## src/rtl/ebfwg_pkg.sv

```systemverilog
// Package for the nonvolatile byte flag and write guard block
package ebfwg_pkg;
    localparam int ADDR_W = 16;
    localparam logic [15:0] FLAG_BASE = 16'h0780;
    localparam logic [15:0] FLAG_LAST = 16'h07FF;
    localparam int FLAG_COUNT = 128;
    localparam int FLAG_IDX_W = 7;
    localparam int CLK_PERIOD_NS = 10;
    localparam int SETTLE_TIME_MS = 2;
    localparam int PROG_TIME_MS = 10;
    localparam int SETTLE_CYCLES = (SETTLE_TIME_MS * 1000000) / CLK_PERIOD_NS;
    localparam int PROG_CYCLES = (PROG_TIME_MS * 1000000) / CLK_PERIOD_NS;
    localparam int CNT_W = 21;

    typedef struct packed {
        logic wrEn;
        logic rdEn;
        logic [15:0] addr;
    } ebfwg_access_t;

    typedef enum logic [1:0] {
        EBFWG_IDLE = 2'b00,
        EBFWG_PROG = 2'b01
    } ebfwg_prog_t;

    typedef struct packed {
        logic [FLAG_COUNT-1:0] flags;
        logic flagReadback;
        logic inhibit;
        logic [CNT_W-1:0] settleCount;
        logic error;
        ebfwg_prog_t progState;
        logic [CNT_W-1:0] progCount;
    } ebfwg_state_t;
endpackage

```

## src/rtl/ebfwg_core.sv

```systemverilog
// Byte flags, write inhibit, error flag and program timing for the data memory
`timescale 1ns/1ps
`default_nettype none
module ebfwg_core
    import ebfwg_pkg::*;
#(
    parameter int SETTLE_CNT = SETTLE_CYCLES,
    parameter int PROG_CNT = PROG_CYCLES
) (
    input wire logic clock,
    input wire logic rst_n,
    input wire ebfwg_access_t access,
    input wire logic byteFlagEnable,
    input wire logic supplyOk,
    input wire logic errorClear,
    output logic byteFlagReadback,
    output logic inhibit,
    output logic error,
    output logic busy,
    output logic readReady,
    output logic writeReady
);
    localparam logic [CNT_W-1:0] SETTLE_LAST = CNT_W'(SETTLE_CNT - 1);
    localparam logic [CNT_W-1:0] PROG_LAST = CNT_W'(PROG_CNT - 1);

    // Flags clear and readback high straight out of reset
    localparam ebfwg_state_t RESET_STATE = '{
        flags: '0,
        flagReadback: 1'b1,
        inhibit: 1'b0,
        settleCount: '0,
        error: 1'b0,
        progState: EBFWG_IDLE,
        progCount: '0
    };

    ebfwg_state_t state;
    ebfwg_state_t next_state;

    function automatic logic inFlagRange(input logic [15:0] a);
        return (a >= FLAG_BASE) && (a <= FLAG_LAST);
    endfunction

    function automatic logic [FLAG_IDX_W-1:0] flagIndex(input logic [15:0] a);
        return a[FLAG_IDX_W-1:0];
    endfunction

    logic writeTaken;
    logic writeFails;

    // A write is only taken when idle; one that meets inhibit low (supply low or not yet settled) fails
    assign writeTaken = access.wrEn && (state.progState == EBFWG_IDLE);
    assign writeFails = writeTaken && !state.inhibit;

    always_comb begin
        next_state = state;
        if (!byteFlagEnable) begin
            next_state.flags = '0;
            next_state.flagReadback = 1'b1;
        end else begin
            if (writeTaken && !writeFails && inFlagRange(access.addr)) begin
                next_state.flags[flagIndex(access.addr)] = 1'b1;
            end
            if (access.rdEn && inFlagRange(access.addr)) begin
                next_state.flagReadback = state.flags[flagIndex(access.addr)];
            end
        end
        if (!supplyOk) begin
            next_state.inhibit = 1'b0;
            next_state.settleCount = '0;
        end else if (!state.inhibit) begin
            if (state.settleCount == SETTLE_LAST) begin
                next_state.inhibit = 1'b1;
            end else begin
                next_state.settleCount = state.settleCount + 1'b1;
            end
        end
        // Set wins over a clear in the same cycle
        if (errorClear) begin
            next_state.error = 1'b0;
        end
        case (state.progState)
            EBFWG_IDLE: begin
                if (writeFails) begin
                    next_state.error = 1'b1;
                end else if (writeTaken) begin
                    next_state.progState = EBFWG_PROG;
                    next_state.progCount = '0;
                end
            end
            EBFWG_PROG: begin
                if (!supplyOk) begin
                    // Supply dropped mid-program: error set and back to idle; a flag the write set stays set
                    next_state.error = 1'b1;
                    next_state.progState = EBFWG_IDLE;
                end else if (state.progCount == PROG_LAST) begin
                    next_state.progState = EBFWG_IDLE;
                end else begin
                    next_state.progCount = state.progCount + 1'b1;
                end
            end
            default: next_state.progState = EBFWG_IDLE;
        endcase
    end

    always_ff @(posedge clock) begin
        if (!rst_n) begin
            state <= RESET_STATE;
        end else begin
            state <= next_state;
        end
    end

    assign byteFlagReadback = state.flagReadback;
    assign inhibit = state.inhibit;
    assign error = state.error;
    assign busy = (state.progState == EBFWG_PROG);
    assign readReady = 1'b1;
    assign writeReady = (state.progState == EBFWG_IDLE);
endmodule
`default_nettype wire

```

## config.mk

```make
export PLATFORM = sky130hd
export DESIGN_NAME = ebfwg_core
export DESIGN_NICKNAME = d
export VERILOG_FILES = /design/src/rtl/ebfwg_pkg.sv /design/src/rtl/ebfwg_core.sv
export SDC_FILE = /design/constraint.sdc
export NUM_CORES = 1
export LEC_CHECK = 0
export ABC_CLOCK_PERIOD_IN_PS = 2100
export BUFFER_PORTS_ARGS = -buffer_cell sky130_fd_sc_hd__buf_2
export CORE_MARGIN = 1.5
export CORE_UTILIZATION = 25
export DETAILED_ROUTE_END_ITERATION = 16
export GPL_TIMING_DRIVEN = 0
export HOLD_SLACK_MARGIN = 0.12
export PLACE_DENSITY = 0.42
export SYNTH_ARGS = -nofsm -noshare
export SYNTH_HDL_FRONTEND = slang
export SYNTH_SLANG_ARGS = --single-unit
```

## constraint.sdc

```tcl
create_clock -name clock -period 2.1 [get_ports clock]
set_clock_uncertainty 0.1 [all_clocks]
set_input_delay 0.315 -clock clock [delete_from_list [all_inputs] [get_ports clock]]
set_output_delay 0.315 -clock clock [all_outputs]
set_load 0.01 [all_outputs]
```

### Word level (Yosys, flattened, before mapping)

Index checks and enable logic that the tools add are counted.

| operators by class | value |
|---|---|
| add/sub/neg operators | 2 |
| $lt $le $gt $ge | 4 |
| equality and inequality tests | 8 |
| muxes and demuxes | 19 |
| bitwise logic cells | 3 |
| reduce and logical (&&, ||, !) cells | 16 |

Operators by type and width:

| operator | number |
|---|---|
| $or A128 B128 Y128 | 1 |
| $mux W21 | 3 |
| $mux W23 | 2 |
| $add A21 B1 Y21 const B | 2 |
| $pmux W21 S2 | 1 |
| $mux W22 | 1 |
| $eq A21 B18 Y1 const B | 1 |
| $eq A21 B20 Y1 const B | 1 |
| $ge A16 B11 Y1 const B | 1 |
| $le A16 B11 Y1 const B | 1 |
| $lt A7 B8 Y1 const B | 1 |
| $bmux W1 S7 | 1 |
| $demux W1 S7 | 1 |
| $ge A7 B1 Y1 const B | 1 |
| $logic_and A1 B1 Y1 | 7 |
| $mux W1 | 6 |
| $ne A2 B2 Y1 const B | 3 |
| $reduce_and A2 Y1 | 3 |
| $reduce_and A5 Y1 | 1 |
| $mux W2 | 2 |
| $pmux W2 S2 | 1 |
| $ne A3 B2 Y1 const B | 1 |
| $reduce_and A3 Y1 | 1 |
| $eq A2 B1 Y1 const B | 1 |
| 6 further kinds | 8 |

| storage, ports and cells | value |
|---|---|
| flip-flop bits (word level) | 175 |
| input bits | 23 |
| word-level logic and storage cells | 59 |

### Logic depth before layout (Yosys ltp)

Gate-level depths: netlist of the first run.

| logic depth | value |
|---|---|
| depth in word-level cells | 6 |
| gate-level depth with buffers | 9 |
| depth with buffers taken out | 7 |

### Least setup slack after synthesis of the first run

Ideal clock, no wire load.

| path | value |
|---|---|
| path kind | in2reg |
| from | input port access[0] (netlist name) |
| to | register state (netlist bit byteFlagReadback) |
| library setup time | 120 ps |
| arrival | 1777 ps |
| data required time | 1880 ps |
| slack | 103 ps |
| stages | 8 |
| path buffers | 2 |
| cell sequence | buf_4 -> buf_6 -> mux4_2 -> mux2i_1 -> o22ai_1 -> o21ai_1 -> o21ai_0 -> o31a_1 |

| between the ends | value |
|---|---|
| longest elaborated chain between the ends | 3 |

Ends and longest elaborated chain:

| what | RTL line | RTL |
|---|---|---|
| from (decl) | ebfwg_core.sv:12 | `input wire ebfwg_access_t access,` |
| $ge A16 B11 Y1 or $le A16 B11 Y1 (tied branches) | ebfwg_core.sv:41 | `return (a >= FLAG_BASE) && (a <= FLAG_LAST);` |
| $logic_and A1 B1 Y1 | ebfwg_core.sv:41 |  |
| $logic_and A1 B1 Y1 | ebfwg_core.sv:64 | `if (access.rdEn && inFlagRange(access.addr)) begin` |
| to (signal assigned) | ebfwg_core.sv:110 | `state <= next_state;` |
| to (decl) | ebfwg_core.sv:37 | `ebfwg_state_t state;` |

Several ways; a longest one is shown, not always the timed one. The select of a mux whose other input is x is not followed.
A chain may end at the register's enable or synchronous reset.

### Worst setup path after layout of the first run

| path | value |
|---|---|
| from | register state[5] (netlist name) |
| to | register state[8] (netlist name) |

| between the ends | value |
|---|---|
| longest elaborated chain between the ends | 4 |

Ends and longest elaborated chain:

| what | RTL line | RTL |
|---|---|---|
| $add A21 B1 Y21 | ebfwg_core.sv:99 | `next_state.progCount = state.progCount + 1'b1;` |
| $mux W21 | ebfwg_core.sv:96 | `end else if (state.progCount == PROG_LAST) begin` |
| $mux W21 | ebfwg_core.sv:92 | `if (!supplyOk) begin` |
| $pmux W21 S2 | ebfwg_core.sv:82 | `case (state.progState)` |

Several ways; a longest one is shown, not always the timed one. The select of a mux whose other input is x is not followed.

==> results of run 1 <==
cells in the mapped netlist (2+ instances only):
master	n	area [sq um]
a21oi_1	136	681
nor4b_1	2	17.5
xor2_1	22	193
buf_1	2	7.51
ha_1	2	25.0
dfxtp_1	174	3480
mux2i_1	30	300
or4_1	2	15.0
inv_1	4	15.0
nor3_1	6	30.0
buf_6	7	78.8
and2_1	9	56.3
xnor2_1	9	78.8
buf_4	11	82.6
o22ai_1	7	43.8
nand4_1	14	87.6
nand2b_1	7	43.8
clkbuf_1	21	78.8
buf_2	5	25.0
nand3_1	16	80.1
nor2b_1	6	37.5
nand2_1	22	82.6
nor2_1	185	694
o21ai_0	6	30.0
a22oi_1	4	30.0
or3_1	5	31.3
a2111oi_4	3	82.6
a41o_1	2	20.0
or2_2	2	12.5
and4_1	2	17.5
o21a_1	5	37.5
nor4_1	4	25.0
o2111ai_1	3	26.3
o31ai_1	2	15.0
mux4_2	24	541
nand3_2	3	30.0
and3_1	11	68.8
stage by stage:
step | setup TNS, ns | setup slack (ns)
2_1_floorplan | 0 | 0.103
3_3_place_gp | -57.45 | -0.747
3_5_place_dp | -57.83 | -0.710
4_1_cts | -0.277 | -0.0261
5_1_grt | -0.0947 | -0.0499
6_report | 0 | 0.0653
what timing repair did:
item	CTS	global route
endpoints found under the hold margin	2	0
gates cloned	0	1
setup buffers	3	9
setup endpoints to repair	123	107
resized for setup	15	24
pin swaps	4	9
hold buffers	2	0
sequential cells by signal, summed over array words and instances, names as in the netlist:
name              flops
byteFlagReadback      1
error                 1
state               171
inhibit               1
cell families (layout without fill, tap and decap cells):
family,count (synthesis),count (layout),share of synthesized area [%]
and+or+nand+nor,306,306,19.3
other,1,1,0.0503
muxes,54,54,11.3
buffers and inverters,50,120,3.86
DFF,174,174,46.7
AOI/OAI and AO/OA,179,180,14.8
adders and majority gates,2,2,0.336
xor gates and xnor gates,31,31,3.64
cell usage in the layout (no fill, tap or decap), types with 9 or more instances in the layout:
cell	Yosys	routed
nor2_1	185	181
clkbuf_16	0	17
xnor2_1	9	9
and3_1	11	9
and2_1	9	9
nand3_1	16	14
mux2i_1	30	30
nand4_1	14	14
nand2_1	22	22
a21oi_1	136	136
clkbuf_1	21	19
mux4_2	24	24
xor2_1	22	22
buf_4	11	22
dfxtp_1	174	170
buf_2	5	29
path summary, 6_finish.rpt:
path	startpoint	end	cells after the start
worst max register to register	state[5]$_SDFFE_PN0P_	state[8]$_SDFFE_PN0P_	6
worst min-delay path	supplyOk	state[29]$_SDFFE_PN0P_	3
worst max-delay path	state[5]$_SDFFE_PN0P_	state[8]$_SDFFE_PN0P_	6
worst min register to register	state[122]$_SDFFE_PN0P_	state[122]$_SDFFE_PN0P_	2
critical path: cells and delay by family, from the launching register on:
kind,cells,cell delay (ns)
and+or+nand+nor,2,0.24
AOI/OAI and AO/OA,2,0.65
buffers and inverters,1,0.16
DFF,1,0.59
xor gates and xnor gates,1,0.17
layout make-up:
cell class	instances	area, sq um	share of cell area (%)
Sequential cell	174	3490	39.1
Timing Repair Buffer	38	230	2.58
Inverter	4	15.0	0.168
Clock inverter	15	168	1.88
Clock buffer	17	425	4.77
Buffer	46	290	3.25
Tap cell	390	488	5.47
Multi-Input combinational cell	574	3820	42.8
report_power, final:
group	total [uW]	switching (uW)	internal [uW]	leakage [uW]
registers	3300	2.51	3300	0.00140
logic	292	206	86.1	0.00136
clock network	3160	1550	1600	0.000288
total	6750	1760	4990	0.00305
metal layers:
layer / part of all wire, % / vias up
met1: 50 / 2825
met4: 1.5 / 0
li1: - / 2940
met5: 0 / -
met3: 1.9 / 18
met2: 46 / 60
==> results.md, run 1 <==
- Util after Layout: 30.3%
- Final GP Congestion: 0.721
- Post-route cell area: between 0.008 and 0.009 sq mm
- CP peak stage delay: a little under 0.6 ns
- Peak VDD IR: 0.524 mV
- Rows: 63
- Gr busiest metal: met2
- RSZ-0062 raised after global routing: true
- Crit-path cells: nand3_4 > o311a_4 > buf_6 > o2111ai_1 > xor2_1 > nor2_1
- Drt total wl: 20.8 mm
- CP Max Fanout: 10
- IO buf count: 24
- Total Power: between 6000 and 7000 uW
- Initial antenna violation count: 0
- Fmax: about 500 MHz
- Grt ovf: 0
- Die Area: 0.0309 sq mm
- Root Buffer: clkbuf_16
- Status: finished clean
- Final #Nets: 880
- Non-filler instance count after layout: 1258
- Placed Instances: roughly 1200
- GRT Util Overall: 13.9%
- Syn nets: 822
- Yosys reg bits: 174
- Synth cell types: between 50 and 60
- First-pass GRT wire length: 33.0 mm
- Final Slew Violations: 0
- Met1 Usage GRT: 19.1%
- Mapped Cells: 797
- Clk pin slew, worst setup/hold paths: 0.08 ns
- H-Tree Level Count: 4
- Filler cells: 3132
- Number of CTS-inserted buffers: 17
- DRC viols: 0
- Post-synth ARST share: 0%
- Met2 Usage GRT: 22.2%
- DR vias/cell: 4.64
- Final worst-path cycle share: around 97%
- Initial Utilization: 25.3%
- R2R Setup Slk: 0.07 ns
- Hpwl dp: roughly 14 mm
- Slew headroom: 34.8%
- Slowest stage cell on the critical path: dfxtp_1
- Clk buf depth: 2
- Die X-Extent: 176 um
- Leak: between 0.003 and 0.004 uW
- Worst slew pin tran: 0.970 ns
- Routed Antenna Nets: 0
- Pwr Density: 756 mW/mm^2
- First-pass iteration count of the detailed router: 4
- Cell Area, Synth: 0.00746 sq mm
- Layout area overhead: 19.7%
- Post-synth EDFFs: 0
- Met3 GRT Util: 2.10%
- CTS Sinks: 174
- Core footprint: between 0.02 and 0.03 sq mm
- CP arrival: 2.26 ns
- CP Capture Type: flop
- Largest net degree at the start of global routing: 20
- Syn Area/Cell: 9.36 sq um
- Chip height: 176 um
- Share of layout cells above drive strength 1: 18.0%
- Ports: 29
- Critical path class: flop to flop
- DR WL/cell: 16.5 um
- Initial DRC count: 345
- Final hold vios: 0
- CP Data Required Time: 2.32 ns
- YS warnings: 0
- Number of inserted diodes: 0
- Seq/Total Area, Yosys: a little under half
- Critical Path Start Type: flop
- Final setup viols: 0
- Via count: 5843
- Fin Hold WS: 0.152 ns
- Post-place instance area: a little over 0.008 sq mm
- Max Cap Viol: 0
- CTS tree: done
- Predominant post-synthesis flop cell: dfxtp_1
- Hold crit path type: primary input to flop
- Worst skew pair latency: 0.43 ns
- Vias in the first global route: 5773
- Period minus WS final: 2.03 ns
(Power assumes the default switching activity.)
==> run 2, diff against run 1 <==
--- a/config.mk
+++ b/config.mk
@@ -5,14 +5,16 @@
 export SDC_FILE = /design/constraint.sdc
 export NUM_CORES = 1
 export LEC_CHECK = 0
-export ABC_CLOCK_PERIOD_IN_PS = 2100
+export ABC_CLOCK_PERIOD_IN_PS = 2500
 export BUFFER_PORTS_ARGS = -buffer_cell sky130_fd_sc_hd__buf_2
 export CORE_MARGIN = 1.5
 export CORE_UTILIZATION = 25
+export CTS_CLUSTER_DIAMETER = 80
 export DETAILED_ROUTE_END_ITERATION = 16
+export GPL_ROUTABILITY_DRIVEN = 1
 export GPL_TIMING_DRIVEN = 0
 export HOLD_SLACK_MARGIN = 0.12
-export PLACE_DENSITY = 0.42
+export PLACE_DENSITY = 0.41
 export SYNTH_ARGS = -nofsm -noshare
 export SYNTH_HDL_FRONTEND = slang
 export SYNTH_SLANG_ARGS = --single-unit
==> constraint.sdc (replaced) <==
create_clock -name clock -period 2.5 [get_ports clock]
set_clock_uncertainty 0.1 [all_clocks]
set_input_delay 0.375 -clock clock [delete_from_list [all_inputs] [get_ports clock]]
set_output_delay 0.375 -clock clock [all_outputs]
set_load 0.01 [all_outputs]
==> run 2 against run 1 <==
  * Clock-buffer cell count grew 2
  * Via count decreased by 0.48%
  * Utilization fell by 0.95 points
  * Cell count shrank 1.2%
  * Cell area decreased by 3.1%
  * Combinational power decreased by 18%
  * Power is 17% lower
  * Wire length decreased by 1.2%
  * Sequential power fell by 16%
  * Hold slack got worse by 0.0019 ns
  * Critical path type is now primary input to flop
  * Critical endpoint is now byteFlagReadback$_SDFFE_PN1P_
  * Largest cell class unchanged
  * Largest power group unchanged
==> results.md, run 2 (synthesized netlist as in run 1, its figures left out) <==
- Status: finished clean
- Period minus WS final: between 2 and 2.5 ns
- Critical Path Start Type: primary input
- Root Buffer: clkbuf_16
- Die Area: between 0.03 and 0.04 sq mm
- Vias in the first global route: 5600
- Chip height: around 180 um
- Final hold vios: 0
- Final GP Congestion: 0.711
- Hold_buf cts: 0
- Initial DRC count: 336
- DR WL/cell: 16.5 um
- Max Cap Viol: 0
- Final Slew Violations: 0
- Initial Utilization: 25.3%
- Final #Nets: 865
- Number of CTS-inserted buffers: 17
- Leak: about 0.0029 uW
- Crit-path cells: buf_2 > buf_1 > mux4_2 > mux2i_1 > o22ai_1 > nor2_1 > o21ai_0 > o31a_1
- Total Power: 5590 uW
- Non-filler instance count after layout: 1243
- Critical path class: primary input to flop
- CTS Sinks: 174
- Largest reg by FF count: state
- IO buf count: 24
- Clk pin slew, worst setup/hold paths: 0.07 ns
- Gr busiest metal: met2
- Fin Hold WS: 0.151 ns
- Met3 GRT Util: roughly 2.2%
- Share of layout cells above drive strength 1: 14.4%
- Ports: 29
- Layout area overhead: 15.9%
- Commonest cells after routing, fill and taps aside: nor2_1 (182), dfxtp_1 (174), a21oi_1 (136), mux2i_1 (30), buf_2 (29)
- Worst slew pin tran: 1.07 ns
- Initial antenna violation count: 0
- CP peak stage delay: 0.80 ns
- R2R Setup Slk: 0.22 ns
- CP arrival: 2.62 ns
- GRT Util Overall: 13.8%
- First-pass iteration count of the detailed router: 7
- CP Max Fanout: 10
- Most common cell after layout, fill and taps aside: nor2_1
- DRC viols: 0
- Slew headroom: 28.9%
- DR vias/cell: 4.68
- RSZ-0062 raised after global routing: false
- Clk buf depth: 2
- Final worst-path cycle share: 95.2%
- Routed Antenna Nets: 0
- Slowest stage cell on the critical path: buf_1
- CTS tree: done
- Die X-Extent: 176 um
- First-pass GRT wire length: ~32 mm
- Via count: between 5000 and 6000
- Max reg flops: 171
- Hold crit path type: primary input to flop
- Core footprint: 0.0295 sq mm
- Drt total wl: 20.5 mm
- H-Tree Level Count: 4
- Peak VDD IR: a little under 0.4 mV
- Pwr Density: 647 mW/mm^2
- Final setup viols: 0
- Met1 Usage GRT: 18.9%
- Fmax: 420 MHz
- Hpwl dp: 13.5 mm
- Rows: 63
- Number of inserted diodes: 0
- Met2 Usage GRT: ~22%
- Largest net degree at the start of global routing: 17
- Worst skew pair latency: approximately 0.44 ns
- CP Data Required Time: around 2.7 ns
- Placed Instances: 1211
- CP Capture Type: flop
- Grt ovf: 0
-- run 2: per-stage QoR --
step / area, sq um / setup TNS, ns / utilization (%) / setup WS, ns
after floorplan: 7460 / 0 / - / 0.443
after global placement: 8070 / -10.29 / 27.4 / -0.316
after detailed placement: 8070 / -10.39 / 27.4 / -0.287
after CTS: 8620 / 0 / 29.3 / 0.0574
after global routing: 8650 / 0 / 29.3 / 0.0435
final: 8650 / 0 / 29.3 / 0.119
-- run 2: repair_timing --
action / in CTS / in global routing
setup buffers: 0 / 0
resized for setup: 0 / 6
endpoints found under the setup margin: 0 / 35
-- run 2: final cells by class --
cell class	count	area [sq um]
inverter	4	15.0
timing repair buffer	24	120
clock buffer	19	443
clock inverter	13	116
fill	3147	20800
multi-input combinational	573	3710
buffer	46	273
sequential	174	3480
tap	390	488
-- run 2: report_power, final --
group	switching, uW	internal (uW)	total (uW)	leakage, uW
registers	2.12	2770	2780	0.00140
clock network	1180	1400	2580	0.000258
logic	170	68.6	239	0.00125
total	1350	4240	5590	0.00291
-- run 2: worst paths after layout --
kind | end | startpoint | cells past startpoint
worst min-delay path | error$_SDFF_PN0_ | errorClear | 3
worst max register to register | state[140]$_SDFFE_PN0P_ | inhibit$_SDFF_PN0_ | 7
worst min register to register | state[139]$_SDFFE_PN0P_ | state[139]$_SDFFE_PN0P_ | 2
worst max-delay path | byteFlagReadback$_SDFFE_PN1P_ | access[2] | 8
-- run 2: metal layers --
metal  share of wire, %  routed length [um]
met3                3.1                 644
met4                2.0                 417
met2                 46                9390
met5                  0                   0
met1                 49               10100
-- run 2: worst max-delay path: cells and delay by family --
family	cells	cell delay, ns
AO/OA/AOI/OAI	3	0.54
buffers and inverters	2	0.93
multiplexers	2	0.60
AND/OR/NAND/NOR	1	0.17
==> run 3, diff against run 2 <==
--- a/config.mk
+++ b/config.mk
@@ -5,7 +5,7 @@
 export SDC_FILE = /design/constraint.sdc
 export NUM_CORES = 1
 export LEC_CHECK = 0
-export ABC_CLOCK_PERIOD_IN_PS = 2500
+export ABC_CLOCK_PERIOD_IN_PS = 2200
 export BUFFER_PORTS_ARGS = -buffer_cell sky130_fd_sc_hd__buf_2
 export CORE_MARGIN = 1.5
 export CORE_UTILIZATION = 25
==> constraint.sdc (replaced) <==
create_clock -name clock -period 2.2 [get_ports clock]
set_clock_uncertainty 0.1 [all_clocks]
set_input_delay 0.33 -clock clock [delete_from_list [all_inputs] [get_ports clock]]
set_output_delay 0.33 -clock clock [all_outputs]
set_load 0.01 [all_outputs]
==> run 3 against run 2 <==
  * Via count is 1.0% higher
  * Critical endpoint is now state[96]$_SDFFE_PN0P_
  * Sequential cell count did not move
  * Worst setup slack worse by 0.0028 ns
==> results.md, run 3 (synthesized netlist as in run 1, its figures left out) <==
- Die Area: roughly 0.03 sq mm
- CP arrival: 2.36 ns
- Final #Nets: 872
- Fmax: 480 MHz
- Final Slew Violations: 0
- Largest net degree at the start of global routing: 17
- Worst slew pin tran: 0.982 ns
- CTS tree: done
- Chip height: between 150 and 200 um
- Final worst-path cycle share: between 90% and 100%
- CP Capture Type: flop
- Hold crit path type: primary input to flop
- Grt ovf: 0
- Initial antenna violation count: 0
- H-Tree Level Count: 4
- Core footprint: 0.0295 sq mm
- Filler cells: 3136
- Final hold vios: 0
- FF+latch area: roughly 0.0035 sq mm
- GRT Util Overall: 13.9%
- Rows: 63
- First-pass GRT wire length: 32.6 mm
- Multi-input logic area: 0.00378 sq mm
- Crit-path cells: and3_1 > buf_4 > nand3_4 > nor3_4 > buf_6 > a21oi_1 > nor2_1
- RSZ-0062 raised after global routing: true
- Ports: 29
- Clk pin slew, worst setup/hold paths: about 0.060 ns
- Slew headroom: 34.0%
- Via count: 5873
- Largest reg by FF count: state
- Slowest stage cell on the critical path: dfxtp_2
- Commonest cells after routing, fill and taps aside: nor2_1 (181), dfxtp_1 (173), a21oi_1 (136), mux2i_1 (30), buf_2 (29)
- Share of layout cells above drive strength 1: 15.7%
- Util after Layout: 29.8%
- DR vias/cell: 4.70
- Initial DRC count: 325
- Critical Path Start Type: flop
- Initial Utilization: between 20% and 30%
- CP peak stage delay: 0.48 ns
- Layout area overhead: 17.7%
- Hpwl dp: 13.5 mm
- Placement Setup Slack: -0.542 ns
- CP Data Required Time: 2.47 ns
- First-pass iteration count of the detailed router: 5
- Most common cell after layout, fill and taps aside: nor2_1
- Status: finished clean
- Die X-Extent: 176 um
- Number of CTS-inserted buffers: 17
- Post-place instance area: 0.00807 sq mm
- Final WS setup: about 0.12 ns
- DR WL/cell: approximately 17 um
- IO buf count: 24
- Non-filler instance count after layout: between 1000 and 1500
- Period minus WS final: between 2 and 2.5 ns
- Final GP Congestion: around 0.7
- Routed Antenna Nets: 0
- CP bufs+invs: 2
- Critical path class: flop to flop
- Vias in the first global route: 5654
- Max reg flops: 171
- CP Max Fanout: 10
- Clk buf depth: 2
- Root Buffer: clkbuf_16
- Pwr Density: slightly above 700 mW/mm^2
- Drt total wl: 20.7 mm
- Max Cap Viol: 0
- Leak: slightly below 0.003 uW
- Post-route cell area: 0.00878 sq mm
- Number of inserted diodes: 0
- Final setup viols: 0
- DRC viols: 0
- Worst path top cell family by delay: simple AND/OR/NAND/NOR gates
- Worst skew pair latency: 0.44 ns
- CTS Sinks: 174
- Placed Instances: 1211
- Peak VDD IR: 0.432 mV
-- run 3: cell types whose count changed in the layout (fill, tap and decap cells not counted), sizes merged --
cell	previous run	this run
buf	49	52
dlygate4sd3	0	2
o2111ai	4	5
clkdlybuf4s15	0	1
-- run 3: path summary, 6_finish.rpt --
kind | from | end | slack, ns | cells after the start
max | inhibit$_SDFF_PN0_ | state[96]$_SDFFE_PN0P_ | 0.12 | 7
min | supplyOk | state[29]$_SDFFE_PN0P_ | 0.16 | 3
max reg2reg | inhibit$_SDFF_PN0_ | state[96]$_SDFFE_PN0P_ | 0.12 | 7
min reg2reg | state[139]$_SDFFE_PN0P_ | state[139]$_SDFFE_PN0P_ | 0.37 | 2
-- run 3: metal layers --
| layer | track usage, % | share of wire [%] |
|---|---|---|
| met1 | 18.9 | 49 |
| met2 | 22.0 | 46 |
| met3 | 2.23 | 2.9 |
| met4 | 5.27 | 1.9 |
| met5 | 0 | 0 |
-- run 3: per-stage QoR --
stage / TNS (ns) / hold WS (ns) / power (uW)
2_1_floorplan: 0 / 0.331 / 3390
3_3_place_gp: -37.52 / 0.343 / 3500
3_5_place_dp: -38.11 / 0.350 / 3500
4_1_cts: 0 / 0.150 / 6440
5_1_grt: -0.0254 / 0.199 / 6600
6_report: 0 / 0.159 / 6350
-- run 3: repair_timing --
action / CTS / global route
gates resized for setup: 9 / 15
endpoints found under the hold margin: 2 / 0
hold buffers: 2 / 0
buffers inserted: 0 / 4
pin swaps: 0 / 4
setup endpoints to repair: 92 / 51
gates cloned: 0 / 1
-- run 3: final cells by class --
cell class / count / area share (%)
Buffer: 46 / 3.25
Multi-Input combinational cell: 574 / 43.0
Sequential cell: 174 / 39.7
Clock buffer: 19 / 5.04
Tap cell: 390 / 5.56
Inverter: 4 / 0.171
Clock inverter: 13 / 1.33
Timing Repair Buffer: 30 / 1.94
-- run 3: worst min-delay path, stage by stage --
cell and delay, ns:
buf_2 0.14, nand2_1 0.13, a21oi_1 0.05
-- run 3: where the power goes --
group	internal [uW]	switching (uW)	leakage (uW)
clock network	1590	1330	0.000258
registers	3150	2.41	0.00140
logic	81.4	195	0.00130
